===== config.mk =====
export PLATFORM = sky130hd
export DESIGN_NAME = ocb_break_ctrl
export DESIGN_NICKNAME = d
export VERILOG_FILES = /design/src/rtl/ocb_pkg.sv /design/src/rtl/ocb_break_ctrl.sv /design/src/rtl/ocb_slot_match.sv
export VERILOG_INCLUDE_DIRS = /design/src /design/src/rtl
export SDC_FILE = /design/constraint.sdc
export NUM_CORES = 1
export LEC_CHECK = 0
export BUFFER_PORTS_ARGS = -buffer_cell sky130_fd_sc_hd__buf_2
export CORE_ASPECT_RATIO = 0.5
export CORE_UTILIZATION = 45
export CTS_CLUSTER_DIAMETER = 60
export DETAILED_ROUTE_END_ITERATION = 16
export PLACE_DENSITY = 0.74
export SYNTH_ARGS = -nofsm -noshare
export SYNTH_HDL_FRONTEND = slang
export SYNTH_SLANG_ARGS = --single-unit

===== constraint.sdc =====
create_clock -name mclk_in -period 2.3 [get_ports mclk_in]
set_input_delay 0.23 -clock mclk_in [delete_from_list [all_inputs] [get_ports mclk_in]]
set_output_delay 0.23 -clock mclk_in [all_outputs]
set_load 0.05 [all_outputs]

===== src/rtl/ocb_map.svh =====
`ifndef OCB_MAP_SVH
`define OCB_MAP_SVH
`define OCB_NSLOT 4
`define OCB_AW 20
`define OCB_BRK_OPCODE 16'hff61
`define OCB_CAUSE_NONE 3'h0
`define OCB_CAUSE_FORCED 3'h1
`define OCB_CAUSE_EXEC_PRE 3'h2
`define OCB_CAUSE_EXEC_POST 3'h3
`define OCB_CAUSE_ACCESS 3'h4
`define OCB_CAUSE_SWBRK 3'h5
`define OCB_CAUSE_RESTORE 3'h6
`define OCB_ACC_READ 0
`define OCB_ACC_WRITE 1
`define OCB_RESTORE_NS 2000
`define OCB_CLK_NS 25
`define OCB_RESTORE_CYC ((`OCB_RESTORE_NS + `OCB_CLK_NS - 1) / `OCB_CLK_NS)
`endif


===== src/rtl/ocb_pkg.sv =====
package ocb_pkg;
    typedef enum logic [1:0] {
        OCB_SLOT_OFF,
        OCB_SLOT_EXEC_PRE,
        OCB_SLOT_EXEC_POST,
        OCB_SLOT_ACCESS
    } ocb_slot_mode_t;
    typedef enum logic [1:0] {
        OCB_RUN,
        OCB_POST_WAIT,
        OCB_HALTED,
        OCB_RESTORE
    } ocb_state_t;
endpackage


===== src/rtl/ocb_break_ctrl.sv =====
`timescale 1ns/1ps
`include "ocb_map.svh"
module ocb_break_ctrl #(
    parameter int RESTORE_CYC = `OCB_RESTORE_CYC,
    parameter bit POST_ONLY = 1'b0,
    parameter bit HAS_OPEN_OPT = 1'b1,
    parameter bit HAS_SERIAL_FRZ = 1'b1
) (
    input wire logic mclk_in,
    input wire logic srst_in,
    input wire logic pin_reset_in,
    input wire logic force_halt_in,
    input wire logic resume_in,
    input wire ocb_pkg::ocb_slot_mode_t slot_mode_in [`OCB_NSLOT],
    input wire logic [`OCB_AW-1:0] slot_addr_in [`OCB_NSLOT],
    input wire logic [1:0] slot_acc_in [`OCB_NSLOT],
    input wire logic timer_frz_en_in,
    input wire logic serial_frz_en_in,
    input wire logic open_brk_en_in,
    input wire logic restore_en_in,
    input wire logic fetch_valid_in,
    input wire logic [`OCB_AW-1:0] fetch_addr_in,
    input wire logic [15:0] fetch_opcode_in,
    input wire logic retire_in,
    input wire logic [`OCB_AW-1:0] next_pc_in,
    input wire logic standby_in,
    input wire logic data_valid_in,
    input wire logic data_we_in,
    input wire logic [`OCB_AW-1:0] data_addr_in,
    input wire logic obrk_pin_in,
    output logic cpu_stall_out,
    output logic wake_out,
    output logic halted_out,
    output logic [2:0] cause_out,
    output logic [`OCB_AW-1:0] halt_pc_out,
    output logic timer_frz_out,
    output logic serial_frz_out,
    output logic obrk_pin_out,
    output logic obrk_pin_oe_out,
    output logic restore_busy_out
);
    import ocb_pkg::*;
    typedef struct packed {
        ocb_state_t st;
        logic [2:0] cause;
        logic [`OCB_AW-1:0] pc;
        logic [15:0] cnt;
        logic frc_s1;
        logic frc_s2;
        logic rst_s1;
        logic rst_s2;
        logic rst_d;
        logic [2:0] post_cause;
    } ocb_regs_t;
    ocb_regs_t r, nxt;
    logic [`OCB_NSLOT-1:0] pre_hit, post_hit, acc_hit;
    logic pin_rst_rise;
    logic swbrk;
    logic obrk_float;

    for (genvar i = 0; i < `OCB_NSLOT; i++) begin : g_slot
        ocb_slot_match u_match (
            .mode_in(slot_mode_in[i]),
            .addr_in(slot_addr_in[i]),
            .acc_type_in(slot_acc_in[i]),
            .fetch_valid_in(fetch_valid_in),
            .fetch_addr_in(fetch_addr_in),
            .data_valid_in(data_valid_in),
            .data_we_in(data_we_in),
            .data_addr_in(data_addr_in),
            .pre_hit_out(pre_hit[i]),
            .post_hit_out(post_hit[i]),
            .acc_hit_out(acc_hit[i])
        );
    end

    assign pin_rst_rise = r.rst_s2 && !r.rst_d;
    assign swbrk = fetch_valid_in && (fetch_opcode_in == `OCB_BRK_OPCODE);

    always_comb begin
        nxt = r;
        nxt.frc_s1 = force_halt_in;
        nxt.frc_s2 = r.frc_s1;
        nxt.rst_s1 = pin_reset_in;
        nxt.rst_s2 = r.rst_s1;
        nxt.rst_d = r.rst_s2;
        case (r.st)
            OCB_RUN: begin
                // Sources are prioritised so one cause is reported per halt.
                if (r.frc_s2) begin
                    nxt.st = OCB_HALTED;
                    nxt.cause = `OCB_CAUSE_FORCED;
                    // Standby has already retired, so next_pc is the follower.
                    nxt.pc = next_pc_in;
                end else if (swbrk) begin
                    nxt.st = OCB_HALTED;
                    nxt.cause = `OCB_CAUSE_SWBRK;
                    nxt.pc = fetch_addr_in;
                end else if (!POST_ONLY && (|pre_hit)) begin
                    nxt.st = OCB_HALTED;
                    nxt.cause = `OCB_CAUSE_EXEC_PRE;
                    nxt.pc = fetch_addr_in;
                end else if (|acc_hit) begin
                    nxt.st = OCB_HALTED;
                    nxt.cause = `OCB_CAUSE_ACCESS;
                    nxt.pc = next_pc_in;
                end else if ((|post_hit) || (POST_ONLY && (|pre_hit))) begin
                    nxt.st = OCB_POST_WAIT;
                    nxt.post_cause = `OCB_CAUSE_EXEC_POST;
                end
            end
            OCB_POST_WAIT: begin
                if (retire_in) begin
                    nxt.st = OCB_HALTED;
                    nxt.cause = r.post_cause;
                    nxt.pc = next_pc_in;
                end
            end
            OCB_HALTED: begin
                if (resume_in) begin
                    nxt.st = OCB_RUN;
                end
            end
            OCB_RESTORE: begin
                if (r.cnt == 16'h0001) begin
                    nxt.st = OCB_RUN;
                end
                nxt.cnt = r.cnt - 16'h0001;
            end
            default: nxt.st = OCB_RUN;
        endcase
        // A pin reset overrides everything; restore holds the CPU briefly.
        if (pin_rst_rise) begin
            nxt.cause = `OCB_CAUSE_NONE;
            if (restore_en_in) begin
                nxt.st = OCB_RESTORE;
                nxt.cnt = 16'(RESTORE_CYC);
            end else begin
                nxt.st = OCB_RUN;
            end
        end
    end

    always_ff @(posedge mclk_in) begin
        if (srst_in) begin
            r <= '0;
        end else begin
            r <= nxt;
        end
    end

    assign halted_out = (r.st == OCB_HALTED);
    assign cpu_stall_out = (r.st == OCB_HALTED) || (r.st == OCB_RESTORE);
    assign wake_out = r.frc_s2 && standby_in;
    assign cause_out = r.cause;
    assign halt_pc_out = r.pc;
    assign restore_busy_out = (r.st == OCB_RESTORE);
    assign timer_frz_out = halted_out && timer_frz_en_in;
    assign serial_frz_out = halted_out && HAS_SERIAL_FRZ
                            && serial_frz_en_in;
    assign obrk_float = halted_out && (HAS_OPEN_OPT ? open_brk_en_in
                                                    : timer_frz_en_in);
    assign obrk_pin_out = obrk_pin_in;
    assign obrk_pin_oe_out = !obrk_float;

    AST_HALT_STICKY: assert property (@(posedge mclk_in) disable iff (srst_in)
        halted_out && !resume_in && !$rose(r.rst_s2) |=> halted_out)
        else $error("Halted status dropped without resume.");
    AST_FORCE_HALTS: assert property (@(posedge mclk_in) disable iff (srst_in)
        r.st == OCB_RUN && r.frc_s2 && !pin_rst_rise
        |=> halted_out && cause_out == `OCB_CAUSE_FORCED)
        else $error("Forced request did not halt.");
    AST_PRE_HALT: assert property (@(posedge mclk_in) disable iff (srst_in)
        r.st == OCB_RUN && !r.frc_s2 && !swbrk && !POST_ONLY && |pre_hit
        && !pin_rst_rise |=> halted_out && halt_pc_out == $past(fetch_addr_in))
        else $error("Pre-execution match did not halt at its address.");
    AST_POST_WAIT: assert property (@(posedge mclk_in) disable iff (srst_in)
        r.st == OCB_POST_WAIT && !retire_in && !pin_rst_rise
        |=> !halted_out)
        else $error("Post-execution halted before completion.");
    AST_SWBRK: assert property (@(posedge mclk_in) disable iff (srst_in)
        r.st == OCB_RUN && !r.frc_s2 && swbrk && !pin_rst_rise
        |=> cause_out == `OCB_CAUSE_SWBRK)
        else $error("Break opcode did not halt.");
    AST_WAKE: assert property (@(posedge mclk_in) disable iff (srst_in)
        r.frc_s2 && standby_in |-> wake_out)
        else $error("Forced halt did not wake standby.");
    AST_TIMER_FRZ: assert property (@(posedge mclk_in) disable iff (srst_in)
        timer_frz_out == (halted_out && timer_frz_en_in))
        else $error("Timer freeze mismatch.");
    AST_OBRK: assert property (@(posedge mclk_in) disable iff (srst_in)
        !halted_out |-> obrk_pin_oe_out)
        else $error("Open-break pin floated while running.");
    AST_RESTORE: assert property (@(posedge mclk_in) disable iff (srst_in)
        pin_rst_rise && restore_en_in |=> restore_busy_out [*2])
        else $error("Restore hold too short.");
endmodule


===== src/rtl/ocb_slot_match.sv =====
`timescale 1ns/1ps
`include "ocb_map.svh"
module ocb_slot_match (
    input wire ocb_pkg::ocb_slot_mode_t mode_in,
    input wire logic [`OCB_AW-1:0] addr_in,
    input wire logic [1:0] acc_type_in,
    input wire logic fetch_valid_in,
    input wire logic [`OCB_AW-1:0] fetch_addr_in,
    input wire logic data_valid_in,
    input wire logic data_we_in,
    input wire logic [`OCB_AW-1:0] data_addr_in,
    output logic pre_hit_out,
    output logic post_hit_out,
    output logic acc_hit_out
);
    import ocb_pkg::*;
    logic fetch_eq;
    logic type_ok;
    assign fetch_eq = fetch_valid_in && (fetch_addr_in == addr_in);
    assign pre_hit_out = fetch_eq && (mode_in == OCB_SLOT_EXEC_PRE);
    assign post_hit_out = fetch_eq && (mode_in == OCB_SLOT_EXEC_POST);
    assign type_ok = data_we_in ? acc_type_in[`OCB_ACC_WRITE]
                                : acc_type_in[`OCB_ACC_READ];
    assign acc_hit_out = data_valid_in && (mode_in == OCB_SLOT_ACCESS)
                         && (data_addr_in == addr_in) && type_ok;
endmodule


* Yosys cells after proc, flatten, opt, wreduce, memory -nomap -nowiden
Index checks and enable logic that the tools add are counted.
Widths: inputs -> output; s select.
** Word-level totals
- Flip-flop bits (word level) :: 47
- Input port bits :: 187
- Output and inout bits :: 31
- Word-level logic and storage cells :: 108
** Cells by class
- Add/sub/neg operators :: 1
- Eq/ne operators :: 31
- Multiplexer cells :: 20
- Bitwise logic cells :: 4
- Reduce and logical (&&, ||, !) cells :: 42
** Operator list (count)
- $eq 20x20->1 :: 8
- $mux 25 :: 4
- $mux 16 :: 3
- $pmux 23 s2 :: 1
- $logic_and 1x1->1 :: 30
- $mux 23 :: 1
- $eq 2x2->1 const B :: 10
- $eq 16x1->1 const B :: 1
- $eq 16x16->1 const B :: 1
- $sub 16x1->16 const B :: 1
- $reduce_or 4->1 :: 3
- $eq 2x1->1 const B :: 5
- $mux 2 :: 5
- $pmux 2 s4 :: 1
- $ne 7x7->1 const B :: 1
- $reduce_and 6->1 :: 1
- $mux 5 :: 1
- $ne 5x5->1 const B :: 1
- $mux 1 :: 4
- $not 1->1 :: 4
- $reduce_and 4->1 :: 1
- $ne 3x1->1 const B :: 1
- $ne 3x2->1 const B :: 1
- $ne 3x3->1 const B :: 1
- other kinds (7) :: 8

* Depth between registers and ports, before layout
Gate-level depths: netlist (run 1).
- Depth in word-level cells :: 11
- Gate-level depth with buffers :: 11
- Mapped depth without buffers :: 9

* Cells and area by module
Synthesis (run 1) repeated with hierarchy kept, for this count alone.
** Second synthesis, totals
- Cells, all modules :: 572
- Area total of the unflattened synthesis :: 4569.4 µm²
** Modules (own cells, without submodules)
- ocb_break_ctrl :: times used 1, cells an instance 332, area an instance 2667.6 µm²
- ocb_slot_match :: times used 4, cells an instance 60, area an instance 475.5 µm²

* Worst setup path after synthesis (run 1)
Ideal clock, no wire load.
- Path kind :: register -> register
- Start point :: register r[48] in the netlist's numbering
- End point :: register r[20] in the netlist's numbering
- Arrival time :: 2291 ps
- Data required time :: 2172 ps
- Slack :: -119 ps
- Stages on the path, launching flop included :: 10
- Period minus slack after synthesis :: 2419 ps
- Cells stage by stage :: dfxtp_1 buf_2 and2_1 clkbuf_1 nand2_1 or3_1 nor4_1 nand2_1 xor2_1 nor2_1
** On the way
- Cells in the longest elaborated chain, start to end :: 4
** Ends and longest elaborated chain
- from (decl) :: RTL line ocb_break_ctrl.sv:55 : ocb_regs_t r, nxt;
- from (signal assigned) :: RTL line ocb_break_ctrl.sv:148 : r <= nxt;
- $eq 2x2->1 (*)
- named net restore_busy_out :: RTL line ocb_break_ctrl.sv:40 : output logic restore_busy_out
- $mux 16 (*) :: RTL line ocb_break_ctrl.sv:87 : case (r.st)
- $mux 16 :: RTL line ocb_break_ctrl.sv:135 : if (restore_en_in) begin
- $mux 16 (*) :: RTL line ocb_break_ctrl.sv:133 : if (pin_rst_rise) begin
Mark *: on every way through the listed nets, which the timed path passes. The rest lies on a longest branch.
A chain may end at the register's enable or synchronous reset.

* Final worst setup path (run 1)
- Start point :: input port slot_addr_in[57] in the netlist's numbering
- End point :: register r, in the netlist halt_pc_out[12]
** On the way
- Cells in the longest elaborated chain, start to end :: 8
- Elaborated cells on any way between the ends :: 14
** Ends and longest elaborated chain
- from (decl) :: RTL line ocb_break_ctrl.sv:15 : input wire logic [`OCB_AW-1:0] slot_addr_in [`OCB_NSLOT],
- $eq 20x20->1 :: RTL line ocb_slot_match.sv:19 : assign fetch_eq = fetch_valid_in && (fetch_addr_in == addr_in);
- $logic_and 1x1->1 :: RTL line ocb_slot_match.sv:19
- $logic_and 1x1->1 :: RTL line ocb_slot_match.sv:20 : assign pre_hit_out = fetch_eq && (mode_in == OCB_SLOT_EXEC_PRE);
- $reduce_or 4->1 :: RTL line ocb_break_ctrl.sv:99 : end else if (!POST_ONLY && (|pre_hit)) begin
- $mux 25 :: RTL line ocb_break_ctrl.sv:99
- $mux 25 :: RTL line ocb_break_ctrl.sv:95 : end else if (swbrk) begin
- $mux 25 :: RTL line ocb_break_ctrl.sv:90 : if (r.frc_s2) begin
- $pmux 23 s2 :: RTL line ocb_break_ctrl.sv:87
Parallel ways exist; a longest one is shown, timed or not.

==> flow_metrics.py, run 1 <==
metrics = {
    "run_status": {
        "status": "complete, no violations",
    },
    "yosys": {
        "synth_area_leaders": "dfxtp_1 (20%), xor2_1 (19%), xnor2_1 (12%), a211oi_2 (8.4%), buf_4 (6.7%)",
        "syn_inst": 565,
        "synth_top_area_cell": "dfxtp_1",
        "netlist_area_mm2": 0.004790,
        "yosysWarnings": 0,
        "synth_edf_count": 0,
        "synthTopCellsByCount": "xor2_1 (104), xnor2_1 (68), dfxtp_1 (47)",
        "synth.yosys.seq_area_share_pct": 19.64,
        "syn_nets": 754,
        "ys_seq_elements": 47,
        "synth-main-ff-cell": "dfxtp_1",
        "async_reset_ff_share_pct": 0,
        "synthDistinctLibCells": 48,
        "synth.avg_cell_area_um2": 8.477,
        "synth.most_common_cell": "xor2_1",
        "synthDominantCellAreaShare_pct": 19.64,
    },
    "grt": {
        "grt_max_degree": 23,
        "grt.overflow.total": 0,
        "antenna_found_initial": 0,
        "grt_pass1_wl_um": 26380,
        "grt_pass1_vias": 4743,
        "grt_usage_pct": 31.85,
    },
    "place": {
        "pre_cts_ws_ns": -0.3344,
        "place_congestion": 0.9973,
        "dp_hpwl_um": 15390,
        "port_buffers": 215,
        "dp_cells": 965,
    },
    "clock_network": {
        "clock_sinks": 47,
        "cts_buffer_depth": 2,
        "ctsHtreeMaxLevel": 2,
        "tritoncts": "done",
        "insertion_delay_ns": 0.29,
        "ctsHoldBuffers": 0,
        "path_clk_slew_ns": 0.07,
        "root_buffer": "clkbuf_16",
        "cts_buffers": 5,
    },
    "cells_and_area": {
        "layout.nets": 1023,
        "multi_input_comb_area_mm2": 0.003324,
        "fill_cells": 895,
        "drive_gt1_share_pct": 47.12,
        "antenna_cells": 0,
        "seq_area_um2": 943.4,
        "fin_cells": 974,
        "area_growth_pct": 41.14,
    },
    "timing": {
        "tightest_slew_ns": 0.5157,
        "whs_ns": 0.1583,
        "post-route-min-period_ns": 2.281,
        "setup_viol": 0,
        "finalCritPeriodShare_pct": 99.17,
        "fmax_ghz": 0.4384,
        "worst_slack_ns": 0.01906,
        "hold_viol_final": 0,
        "slew_violations": 0,
        "slew_headroom_pct": 65.62,
        "clock_skew_ns": 0.009126,
    },
    "worst_setup_path": {
        "startpoint_type": "input port",
        "crit_required_ns": 2.45,
        "cp_cell_sequence": "buf_2, xor2_1, nor4_1, buf_4, nand4_1, or4_1, nand4b_1, o21ai_4, buf_12, a211oi_2, a211oi_1",
        "reg2reg_setup_slack_ns": 0.07,
        "cp_num_buf_inv": 3,
        "critPathMaxFanout": 19,
        "cpPeakStageDelay_ns": 0.49,
        "end_kind": "flip-flop",
        "cp.arrival_ns": 2.43,
        "critPathTopFamily": "simple AND/OR/NAND/NOR gates",
        "setup.worst_path.class": "in2reg",
        "cpMaxStageDelayCell": "or4_1",
    },
    "die": {
        "core_area_mm2": 0.01028,
        "rows": 26,
        "ios": 218,
        "die_area_mm2": 0.01109,
        "die_w_um": 147.9,
        "start_util_pct": 46.59,
        "dieHeight_um": 74.95,
    },
    "routing": {
        "wl_per_cell_um": 18.61,
        "ant_nets": 0,
        "vias": 5144,
        "dr.pass1.iters": 5,
        "vias_per_cell": 5.281,
        "drc": 0,
        "drt_iter0_markers": 424,
        "wirelength_um": 18120,
    },
    "flow_run": {
        "maxCapViolCount": 0,
    },
    "power": {
        "ir_worst_vdd_uv": 349.7,
        "p_per_area_mw_per_mm2": 433.8,
        "p_leak_nw": 3.306,
    },
    "min_path": {
        "hold_class": "in2reg",
    },
}
state kept, by name, indices dropped and copies added (netlist names):
register / flops
cause_out: 3
r: 21
nxt: 3
halt_pc_out: 20
layer usage:
metal  wire length (µm)  GRT usage, %
met1               8062         44.00
met2               8030         51.62
met3               1698         6.303
met4                332         7.675
met5                  0             0
power breakdown:
part | switching, W | internal, W | total, W
Clock | 0.000305 | 0.000397 | 0.000702
Sequential | 0.0000367 | 0.000877 | 0.000914
Combinational | 0.000766 | 0.000551 | 0.00132
cell type report:
type | count | area share [%]
Multi-Input combinational cell | 411 | 49.18
Inverter | 32 | 1.777
Tap cell | 140 | 2.591
Timing Repair Buffer | 337 | 30.45
Clock inverter | 2 | 0.2036
Clock buffer | 5 | 1.851
Sequential cell | 47 | 13.96
per-stage QoR:
stage / total power, W / util (%) / TNS, ns / instance area (µm²)
2_1_floorplan: 0.001735 / - / 0 / 4791
3_3_place_gp: 0.002189 / 63.57 / -6.426 / 6535
3_5_place_dp: 0.002203 / 63.57 / -7.000 / 6535
4_1_cts: 0.002911 / 65.38 / 0 / 6721
5_1_grt: 0.003051 / 65.76 / -0.1024 / 6760
6_report: 0.002932 / 65.76 / 0 / 6760
repair_timing:
| action | 4_1_cts | 5_1_grt |
|---|---|---|
| gates resized for setup | 8 | 8 |
| pin swaps | 3 | 2 |
| endpoints found under the setup margin | 24 | 24 |
| buffers inserted | 1 | 1 |
| hold endpoints to repair | 0 | 0 |
path summary, 6_finish.rpt:
check / startpoint / endpoint / cells past startpoint
setup / recovery: slot_addr_in[57] / halt_pc_out[12]$_SDFFE_PP0P_ / 11
hold / removal: force_halt_in / nxt[6]$_SDFF_PP0_ / 2
hold reg to reg: nxt[6]$_SDFF_PP0_ / r[6]$_SDFF_PP0_ / 1
setup reg to reg: r[19]$_SDFF_PP0_ / halt_pc_out[12]$_SDFFE_PP0P_ / 9
logic make-up after synthesis:
group           Yosys count  synth area share [%]
fa+ha+maj                 2                0.5224
mux                       6                 1.254
flops                    47                 19.64
compound gates           85                 17.63
buf+inv                 107                 12.30
simple gates            146                 17.19
xor+xnor                172                 31.45
placed cells by master, fill, tap and decap left out, types with 3 or more instances in the layout:
master and instances:
nor4b_1 3, a211oi_2 35, buf_2 215, clkbuf_16 5, nand2_1 10, o211a_1 20
a21oi_1 6, buf_4 116, and2_1 5, nand3_1 9, nor2_1 25, xnor2_1 68
buf_12 5, dfxtp_1 45, nor2b_1 10, nor3_1 10, and3_1 4, inv_1 32
nor4_1 30, xor2_1 104, a211oi_1 6, nand2b_1 4, mux2i_1 6, nand4_1 21
No activity file was read; power rests on OpenSTA's default activity.
==> run 2: changes to the inputs <==
Settings changed: MAX_ROUTING_LAYER set to met4, TNS_END_PERCENT set to 1.
==> run 2 against run 1 <==
Net effect: sequential power is essentially flat; first-iteration DRC count down 5.4%; hold slack better by 0.010 ns; combinational power about the same; sequential cell count is the same; die area unchanged; sequential share of layout area down 0.15 points; global-route usage is 0.30 points higher; largest cell class unchanged.
==> flow_metrics.py, run 2 (same netlist as run 1, synthesis figures left out) <==
metrics = {
    "die": {
        "die_w_um": 147.9,
        "die_area_mm2": 0.01109,
        "ios": 218,
        "start_util_pct": 46.59,
        "dieHeight_um": 74.95,
        "core_area_mm2": 0.01028,
        "rows": 26,
    },
    "timing": {
        "rsz0062_at_grt": "no",
        "slew_headroom_pct": 64.47,
        "finalCritPeriodShare_pct": 96.69,
        "tightest_slew_ns": 0.5329,
        "setup_viol": 0,
        "clock_skew_ns": 0.006462,
        "slew_violations": 0,
        "post-route-min-period_ns": 2.224,
        "fmax_ghz": 0.4497,
        "whs_ns": 0.1687,
        "hold_viol_final": 0,
    },
    "power": {
        "p_switching_w": 0.001108,
        "p_leak_nw": 3.315,
        "p_per_area_mw_per_mm2": 463.2,
        "seqPwrFrac_pct": 28.9,
        "ir_worst_vdd_uv": 370.8,
        "power.share.switching_pct": 35.06,
        "pwr-share-comb_pct": 41.9,
        "p_int_w": 0.002052,
        "p_clk_share_pct": 29.2,
    },
    "worst_setup_path": {
        "cp.arrival_ns": 2.43,
        "end_kind": "flip-flop",
        "crit_required_ns": 2.50,
        "critPathMaxFanout": 29,
        "setup.worst_path.class": "in2reg",
        "startpoint_type": "input port",
    },
    "cells_and_area": {
        "final_common_cell": "buf_2",
        "layout.nets": 1023,
        "area_growth_pct": 42.45,
        "top_register": "r",
        "layout_common_cells": "buf_2 (215), buf_4 (119), xor2_1 (103), xnor2_1 (68), dfxtp_1 (46)",
        "drive_gt1_share_pct": 47.66,
        "fin_cells": 975,
        "largest_reg_flops": 21,
        "antenna_cells": 0,
    },
    "routing": {
        "drt_iter0_markers": 401,
        "wl_per_cell_um": 18.35,
        "drc": 0,
        "vias_per_cell": 5.291,
        "dr.pass1.iters": 6,
        "wirelength_um": 17900,
        "vias": 5159,
        "ant_nets": 0,
    },
    "grt": {
        "grt_pass1_wl_um": 25590,
        "antenna_found_initial": 0,
        "grt_usage_pct": 32.14,
        "grt.overflow.total": 0,
        "grt_max_degree": 32,
        "grt_pass1_vias": 4738,
    },
    "clock_network": {
        "ctsHtreeMaxLevel": 2,
        "tritoncts": "done",
        "root_buffer": "clkbuf_16",
        "path_clk_slew_ns": 0.06,
        "insertion_delay_ns": 0.28,
        "cts_buffer_depth": 2,
        "ctsHoldBuffers": 0,
        "post-cts-setup-buffers": 0,
        "clock_sinks": 47,
        "cts_buffers": 5,
    },
    "place": {
        "dp_cells": 967,
        "dp_hpwl_um": 15140,
        "port_buffers": 215,
        "place_congestion": 1.036,
    },
    "run_status": {
        "status": "complete, no violations",
    },
    "min_path": {
        "hold_class": "in2reg",
    },
    "flow_run": {
        "maxCapViolCount": 0,
    },
}
run 2: changes by cell type in the layout (fill, tap and decap cells not counted), sizes merged:
cell    before  now
bufinv       0    2
clkbuf       5    6
clkinv       2    0
run 2: final cells by class:
| cell class | count | area (µm²) |
|---|---|---|
| multi-input cells | 411 | 3367 |
| flip-flops and latches | 47 | 942.2 |
| fillers | 904 | 3457 |
| well taps | 140 | 175.2 |
| inverters | 32 | 120.1 |
| clock buffers | 6 | 128.9 |
| clock inverters | 2 | 60.06 |
| repair buffers | 337 | 2029 |
run 2: metal layers:
layer  vias to the layer above  share of wire, %  global-route usage (%)
met1                      2434                46                   43.17
met2                       231                43                   49.90
li1                       2457                 -                       -
met3                        37               9.3                   6.364
met4                         0               1.8                   7.560
met5                         -                 0                       -
run 2: path summary, 6_finish.rpt:
| path | start | endpoint | slack [ns] | depth (start not counted) |
|---|---|---|---|---|
| worst min register to register | r[0]$_SDFFE_PP0P_ | r[0]$_SDFFE_PP0P_ | 0.44 | 2 |
| worst max register to register | r[21]$_SDFF_PP0_ | halt_pc_out[3]$_SDFFE_PP0P_ | 0.11 | 9 |
| worst min-delay path | force_halt_in | nxt[6]$_SDFF_PP0_ | 0.17 | 2 |
| worst max-delay path | slot_addr_in[57] | halt_pc_out[3]$_SDFFE_PP0P_ | 0.08 | 11 |
run 2: through the flow:
step / area [µm²] / worst slack [ns] / power, W / setup TNS [ns] / util (%)
floorplan: 4791 / 0.1329 / 0.001735 / 0 / -
global placement: 6525 / -0.3587 / 0.002207 / -7.758 / 63.47
detailed placement: 6525 / -0.4069 / 0.002211 / -8.662 / 63.47
CTS: 6739 / 0.03070 / 0.003142 / 0 / 65.55
global route: 6823 / 0.003674 / 0.003281 / 0 / 66.37
finish: 6823 / 0.07613 / 0.003160 / 0 / 66.37
run 2: what timing repair did:
action / 4_1_cts / 5_1_grt
pin swaps: 0 / 3
gates resized for setup: 6 / 14
endpoints found under the setup margin: 24 / 24
run 2: critical path: stages:
cell	delay (ns)
buf_2	0.12
xor2_1	0.17
nor4_2	0.31
buf_4	0.15
nand4_1	0.08
or4_1	0.48
nand4b_1	0.24
o21ai_4	0.12
buf_12	0.18
buf_4	0.14
a211oi_2	0.19
run 2: power by group through the flow:
stage	clock (W)	combinational, W	sequential, W
global placement	0	0.00128	0.000929
finish	0.000922	0.00133	0.000913
floorplan	0	0.000816	0.000919
detailed placement	0	0.00128	0.000929
global route	0.000962	0.00140	0.000918
CTS	0.000934	0.00130	0.000912
